===== src/iecb_pkg.sv =====
// Package with the register map, field layouts and carriers of the event clear bank.
`default_nettype none
package iecb_pkg;

    // ----------------------------------------------------------------------
    // Geometry
    // ----------------------------------------------------------------------
    localparam int ADDR_W = 12;
    localparam int DATA_W = 8;
    localparam int NUM_GROUPS = 8;

    // ----------------------------------------------------------------------
    // Register offsets
    // ----------------------------------------------------------------------
    localparam logic [11:0] REF_AB_EVENT_CLEAR = 12'hA07;
    localparam logic [11:0] REF_CD_EVENT_CLEAR = 12'hA08;
    localparam logic [11:0] LOOP0_LOCK_EVENT_CLEAR = 12'hA09;
    localparam logic [11:0] LOOP0_MODE_EVENT_CLEAR = 12'hA0A;
    localparam logic [11:0] LOOP0_MISC_EVENT_CLEAR = 12'hA0B;
    localparam logic [11:0] LOOP1_LOCK_EVENT_CLEAR = 12'hA0C;
    localparam logic [11:0] LOOP1_MODE_EVENT_CLEAR = 12'hA0D;
    localparam logic [11:0] LOOP1_MISC_EVENT_CLEAR = 12'hA0E;
    localparam logic [11:0] EVENT_MONITOR_BASE = 12'hD08;
    localparam logic [11:0] IRQ_MASK_BASE = 12'hD20;
    localparam logic [11:0] IRQ_STATUS = 12'hD30;

    // ----------------------------------------------------------------------
    // Field layouts and reset values
    // ----------------------------------------------------------------------
    localparam logic [7:0] REF_CLEAR_VALID_BITS = 8'h77;
    localparam logic [7:0] FULL_BYTE = 8'hFF;
    localparam logic [7:0] MONITOR_RESET = 8'h00;
    localparam logic [7:0] MASK_RESET = 8'h00;
    localparam logic [7:0] READ_IDLE = 8'h00;

    // ----------------------------------------------------------------------
    // Carriers
    // ----------------------------------------------------------------------
    typedef struct packed {
        logic wr;
        logic rd;
        logic [11:0] addr;
        logic [7:0] wdata;
    } iecb_bus_req_t;

    typedef logic [7:0] iecb_group_t;
    typedef iecb_group_t [7:0] iecb_bank_t;

endpackage
`default_nettype wire


===== src/iecb_top.sv =====
// Interrupt event clear bank: latched event monitor with write-one-to-clear registers.
//
// Function
// Ref clear reg bits 0-2 cancel input a fault/cleared/validated; 4-6 input b.
// Second ref clear reg bits 0-2 input c, bits 4-6 input d.
// Bits 3 and 7 of both reference clear registers do nothing.
// Loop 0 lock clear bits 0-3: phase lock, phase unlock, freq lock, freq unlock.
// Loop 0 lock clear bits 4-7: slew enter/leave, clamp enter/leave.
// Loop 0 mode clear bits 0-3: reference a to d activated.
// Loop 0 mode clear bits 4-7: history, holdover, free run, switching.
// Loop 0 misc clear bits 0-3: analog loop cal start/end, lock, unlock.
// Loop 0 misc clear bits 4-7: dist sync, demap clamp/unclamp, phase step.
// Loop 1 lock clear register has loop 0 lock layout.
// Loop 1 mode clear register has loop 0 mode layout.
// Loop 1 misc clear register has loop 0 misc layout.
// A one written clears the matching latched monitor bit, withdrawing the request.
// Clear bits self-return to zero; no release write is needed.
// Writing zero leaves the matching monitor bit unchanged.
// An event in the same cycle as its clear keeps the monitor bit set.
//
// The implementer's own choice: the strobed register port.
`timescale 1ns/1ps
`default_nettype none
module iecb_top
(
    // Clock and reset
    input wire logic clk_sys_i,
    input wire logic rst_i,
    // Register port
    input wire logic [11:0] addr_i,
    input wire logic [7:0] wdata_i,
    input wire logic wr_i,
    input wire logic rd_i,
    output var logic [7:0] rdata_o,
    // Event inputs, one pulse per event, same layout as the clear registers
    input wire iecb_pkg::iecb_bank_t event_i,
    // Latched monitor and interrupt
    output var iecb_pkg::iecb_bank_t monitor_o,
    output var logic irq_o
);

    // ----------------------------------------------------------------------
    // Decode
    // ----------------------------------------------------------------------
    function automatic logic [7:0] group_mask(input logic [2:0] idx);
        // Reference groups carry only six events; bits 3 and 7 stay inert.
        group_mask = (idx < 3'd2) ? iecb_pkg::REF_CLEAR_VALID_BITS : iecb_pkg::FULL_BYTE;
    endfunction

    function automatic logic in_bank(input logic [11:0] a, input logic [11:0] base);
        in_bank = (a >= base) && (a < base + 12'h008);
    endfunction

    iecb_pkg::iecb_bus_req_t req;
    assign req = '{wr: wr_i, rd: rd_i, addr: addr_i, wdata: wdata_i};

    wire logic clr_hit;
    wire logic mon_hit;
    wire logic mask_hit;
    wire logic stat_hit;
    wire logic [2:0] clr_idx;
    wire logic [2:0] mon_idx;
    wire logic [2:0] mask_idx;
    assign clr_hit = in_bank(req.addr, iecb_pkg::REF_AB_EVENT_CLEAR);
    assign mon_hit = in_bank(req.addr, iecb_pkg::EVENT_MONITOR_BASE);
    assign mask_hit = in_bank(req.addr, iecb_pkg::IRQ_MASK_BASE);
    assign stat_hit = (req.addr == iecb_pkg::IRQ_STATUS);
    assign clr_idx = 3'(req.addr - iecb_pkg::REF_AB_EVENT_CLEAR);
    assign mon_idx = 3'(req.addr - iecb_pkg::EVENT_MONITOR_BASE);
    assign mask_idx = 3'(req.addr - iecb_pkg::IRQ_MASK_BASE);

    // ----------------------------------------------------------------------
    // Clear pulses
    // ----------------------------------------------------------------------
    // The clear strobe exists only in the write cycle, so nothing is held and
    // software never writes a release value.
    iecb_pkg::iecb_bank_t clr_pulse;
    always_comb
    begin
        clr_pulse = '0;
        if (req.wr && clr_hit)
        begin
            // Bit order of every group matches the monitor layout.

            clr_pulse[clr_idx] = req.wdata & group_mask(clr_idx);
        end
    end

    // ----------------------------------------------------------------------
    // Monitor and mask
    // ----------------------------------------------------------------------
    iecb_pkg::iecb_bank_t next_monitor;
    iecb_pkg::iecb_bank_t mask;
    iecb_pkg::iecb_bank_t next_mask;
    always_comb
    begin
        // Reserved reference bits are never stored, so they can never raise the line.
        next_mask = mask;
        if (req.wr && mask_hit)
        begin
            next_mask[mask_idx] = req.wdata & group_mask(mask_idx);
        end
    end

    always_comb
    begin
        for (int g = 0; g < iecb_pkg::NUM_GROUPS; g++)
        begin
            // Set wins over clear so a recurring event is never lost.
            next_monitor[g] = (monitor_o[g] & ~clr_pulse[g])
                            | (event_i[g] & group_mask(3'(g)));
        end
    end

    always_ff @(posedge clk_sys_i or posedge rst_i)
    begin
        if (rst_i)
        begin
            monitor_o <= {iecb_pkg::NUM_GROUPS{iecb_pkg::MONITOR_RESET}};
        end
        else
        begin
            monitor_o <= next_monitor;
        end
    end

    always_ff @(posedge clk_sys_i or posedge rst_i)
    begin
        if (rst_i)
        begin
            mask <= {iecb_pkg::NUM_GROUPS{iecb_pkg::MASK_RESET}};
        end
        else
        begin
            mask <= next_mask;
        end
    end

    wire logic next_irq;
    // Both next values feed the interrupt so that it moves on the same edge as a
    // mask write; the registered mask alone would leave it one cycle behind.
    assign next_irq = |(next_monitor & next_mask);

    always_ff @(posedge clk_sys_i or posedge rst_i)
    begin
        if (rst_i)
        begin
            irq_o <= 1'b0;
        end
        else
        begin
            irq_o <= next_irq;
        end
    end

    // ----------------------------------------------------------------------
    // Read back
    // ----------------------------------------------------------------------
    // Clear registers are write only and read as zero, as do unmapped offsets.
    logic [7:0] stat_byte;
    always_comb
    begin
        for (int g = 0; g < iecb_pkg::NUM_GROUPS; g++)
        begin
            stat_byte[g] = |(monitor_o[g] & mask[g]);
        end
    end

    wire logic [7:0] next_rdata;
    assign next_rdata = !req.rd ? iecb_pkg::READ_IDLE :
                        mon_hit ? monitor_o[mon_idx] :
                        mask_hit ? mask[mask_idx] :
                        stat_hit ? stat_byte : iecb_pkg::READ_IDLE;

    always_ff @(posedge clk_sys_i or posedge rst_i)
    begin
        if (rst_i)
        begin
            rdata_o <= '0;
        end
        else
        begin
            rdata_o <= next_rdata;
        end
    end
endmodule
`default_nettype wire


===== config.mk =====
export PLATFORM = sky130hd
export DESIGN_NAME = iecb_top
export DESIGN_NICKNAME = d
export VERILOG_FILES = /design/src/iecb_pkg.sv /design/src/iecb_top.sv
export SDC_FILE = /design/constraint.sdc
export NUM_CORES = 1
export LEC_CHECK = 0
export ABC_AREA = 1
export BUFFER_PORTS_ARGS = -buffer_cell sky130_fd_sc_hd__buf_2
export CAP_MARGIN = 0
export CORE_MARGIN = 2
export CORE_UTILIZATION = 48
export CTS_CLUSTER_DIAMETER = 30
export CTS_CLUSTER_SIZE = 28
export DETAILED_ROUTE_END_ITERATION = 8
export PLACE_DENSITY = 0.79
export SKIP_CTS_REPAIR_TIMING = 1
export SYNTH_ARGS = -nofsm -noshare
export SYNTH_HDL_FRONTEND = slang
export SYNTH_SLANG_ARGS = --single-unit

===== constraint.sdc =====
create_clock -name clk_sys_i -period 5.37 [get_ports clk_sys_i]
set_input_delay 0.537 -clock clk_sys_i [delete_from_list [all_inputs] [get_ports clk_sys_i]]
set_output_delay 0.537 -clock clk_sys_i [all_outputs]
set_load 0.005 [all_outputs]

==> flow_metrics.env <==
export IMPL_hp_class="in -> async"
export IMPL_clk_pin_slew_worst_paths_ns=0.06
export IMPL_synth_seq_area_share=0.412
export IMPL_drt_iter0_drc=1276
export IMPL_netlist_top_cells_count="nand2_1, inv_1, dfrtp_1, nor2_1, nand4_1"
export IMPL_numPortBuffers=156
export IMPL_antenna_found_initial=1
export IMPL_synth_edff_count=0
export IMPL_multi_input_area_um2=3890
export IMPL_die_h_um=136
export IMPL_finalHoldViolCount=0
export IMPL_finalWirelength_mm=31.4
export IMPL_pin_count=161
export IMPL_worstSkewPairLatency_ns=0.44
export IMPL_synthesis_nets=1293
export IMPL_post_synth_top_area_cell="dfrtp_1"
export IMPL_setup_tns_ns=0
export IMPL_wl_per_cell_um=20.0
export IMPL_syn_cell_area_um2=8310
export IMPL_cts_path_max_buffers=2
export IMPL_p_sw_mw=0.659
export IMPL_grt_pass1_wl_mm=47.0
export IMPL_share_comb_of_total_power=0.091
export IMPL_vias=8986
export IMPL_die_w_um=136
export IMPL_power_frac_seq=0.429
export IMPL_p_int_mw=1.75
export IMPL_grt_max_degree=98
export IMPL_syn_area_per_cell_um2=6.91
export IMPL_critPathMaxFanout=38
export IMPL_synth_async_reset_ratio=1.00
export IMPL_ys_seq_elements=137
export IMPL_seqCellArea_um2=3430
export IMPL_max_freq_mhz=300
export IMPL_die_area_um2=18400
export IMPL_rows=48
export IMPL_worstMarginPinSlew_ns=1.21
export IMPL_cts_tree="done"
export IMPL_setup_viol=0
export IMPL_worstPathArrival_ns=3.63
export IMPL_placed_cells=1537
export IMPL_maxCapViolations=0
export IMPL_status="completed"
export IMPL_fin_util=0.569
export IMPL_post_route_drc_count=0
export IMPL_p_sw_frac=0.273
export IMPL_p_leak_nw=5.17
export IMPL_design_area_um2=9750
export IMPL_drtAntennaViolNets=0
export IMPL_core_um2=17100
export IMPL_pwr_share_clk=0.480
export IMPL_areaGrowthSynthToFinish_pct=17.3
export IMPL_finalCriticalPeriod_ns=3.33
export IMPL_synth_area_leaders="dfrtp_1, nand2_1, inv_1"
export IMPL_cts_sinks=137
export IMPL_syn_inst=1203
export IMPL_cts_made_buffers=17
export IMPL_h_tree_depth=4
export IMPL_yosysMostFrequentCell="nand2_1"
export IMPL_yosysWarnings=0
export IMPL_crit_path_end_kind="flip-flop"
export IMPL_gp_congestion=1.04
export IMPL_total_power_mw=2.41
export IMPL_yosysTopAreaCellShare=0.412
export IMPL_ir_drop_uv=234
export IMPL_required_ns=5.67
export IMPL_ys_types=34
export IMPL_start_util=0.486
export IMPL_clock_skew_ns=0.0129
export IMPL_cts_root_buffer_cell="clkbuf_16"
export IMPL_placed_area_um2=9170
export IMPL_grtUsageTotal=0.346
export IMPL_layout_drive_gt1_share=0.159
export IMPL_dp_hpwl_mm=22.9
export IMPL_slew_headroom=0.185
export IMPL_rsz0062_at_grt="false"
export IMPL_instances_no_fill=1569
export IMPL_maxSlewViolCount=0
export IMPL_power_density_nw_per_um2=248
export IMPL_grt_overflow_total=0
export IMPL_diodes=0
export IMPL_synthFlopType="dfrtp_1"
export IMPL_start_kind="input pin"
export IMPL_fin_nets=1421
export IMPL_fin_crit_sh=0.620
export IMPL_nFillCells=1663
export IMPL_firstDrtPassIters=8
export IMPL_path_class="in -> reg"
export IMPL_vias_per_cell=5.73
export IMPL_grt_pass1_vias=8300
-- per-stage QoR --
| step | setup slack (ns) | hold slack (ns) |
|---|---|---|
| 2_1_floorplan | 1.17 | 0.436 |
| 3_3_place_gp | 1.73 | 0.385 |
| 3_5_place_dp | 1.68 | 0.398 |
| 4_1_cts | 2.10 | 0.307 |
| 5_1_grt | 1.87 | 0.320 |
| 6_report | 2.04 | 0.278 |
-- layout make-up --
class	count	area share
Multi-Input combinational cell	818	0.399
Tap cell	225	0.0289
Clock inverter	13	0.0123
Inverter	193	0.0748
Sequential cell	137	0.352
Timing Repair Buffer	164	0.0863
Clock buffer	19	0.0465
-- flip-flops by register name, indices dropped and copies added, names as in the netlist --
| name | count |
|---|---|
| mask | 64 |
| monitor_o | 64 |
| rdata_o | 8 |
| irq_o | 1 |
-- worst paths after layout --
path                                     from       endpoint  slack, ns  depth (start not counted)
worst max-delay path                addr_i[1]          irq_o       2.04                         16
worst min-delay path                    rst_i  monitor_o[53]       0.28                          2
worst max register to register  monitor_o[22]     rdata_o[6]       3.59                          5
worst min register to register  monitor_o[15]  monitor_o[15]       0.41                          0
max in group asynchronous               rst_i  monitor_o[34]       4.01                          3
min in group clk_sys_i            event_i[58]  monitor_o[58]       0.31                          3
-- worst max-delay path, cell delays in order --
cell     delay, ns
buf_2         0.14
ha_1          0.22
nand2_2       0.15
nand2_1       0.06
nand2_1       0.07
nand3_2       0.45
inv_2         0.77
nand2_1       0.10
a21oi_1       0.30
nor2_1        0.08
nor2_1        0.12
nand2_1       0.07
nor2_1        0.10
nand2_1       0.05
nor2_1        0.25
nand2_1       0.13
-- cell families (layout without fill, tap and decap cells) --
group,count (synthesis),count (layout),synth area share
simple gates,641,641,0.341
buf+inv,248,389,0.119
compound gates,175,175,0.124
flops,137,137,0.412
fa+ha+maj,2,2,0.00301
-- cells in the final DEF (no fill, tap or decap) --
master,instances
nand2_1,365
inv_1,176
buf_2,156
dfrtp_1,137
nor2_1,79
nand4_1,70
nand3_1,68
o21ai_0,64
a21oi_1,50
and2_1,43
clkbuf_16,17
a211oi_1,13
a221oi_1,12
clkinv_1,10
o21ai_1,9
buf_4,8
o21a_1,7
inv_2,6
o21bai_1,5
nand2_2,4
o22ai_1,4
o211ai_1,4
a32o_1,4
inv_6,4
nand3_2,3
nor3_1,3
clkinvlp_4,3
clkinv_4,3
clkinv_2,3
nor2_2,2
and3_1,2
o2111ai_1,2
ha_1,2
clkbuf_8,2
nor3_4,1
nor4_2,1
a311o_1,1
bufinv_16,1
-- metal layers --
metal | up-vias | track usage | share of wire
met5 | - | 0 | 0
met4 | 0 | 0.175 | 0.049
met3 | 123 | 0.0804 | 0.11
met2 | 585 | 0.523 | 0.43
met1 | 4148 | 0.466 | 0.40
li1 | 4130 | - | -
-- power groups by stage --
stage	sequential [mW]	clock, mW	combinational (mW)
2_1_floorplan	1.05	0	0.119
3_3_place_gp	1.05	0	0.210
3_5_place_dp	1.05	0	0.211
4_1_cts	1.04	1.16	0.212
5_1_grt	1.04	1.21	0.235
6_report	1.04	1.16	0.218
Note: power is estimated with default switching activity, not from simulation.
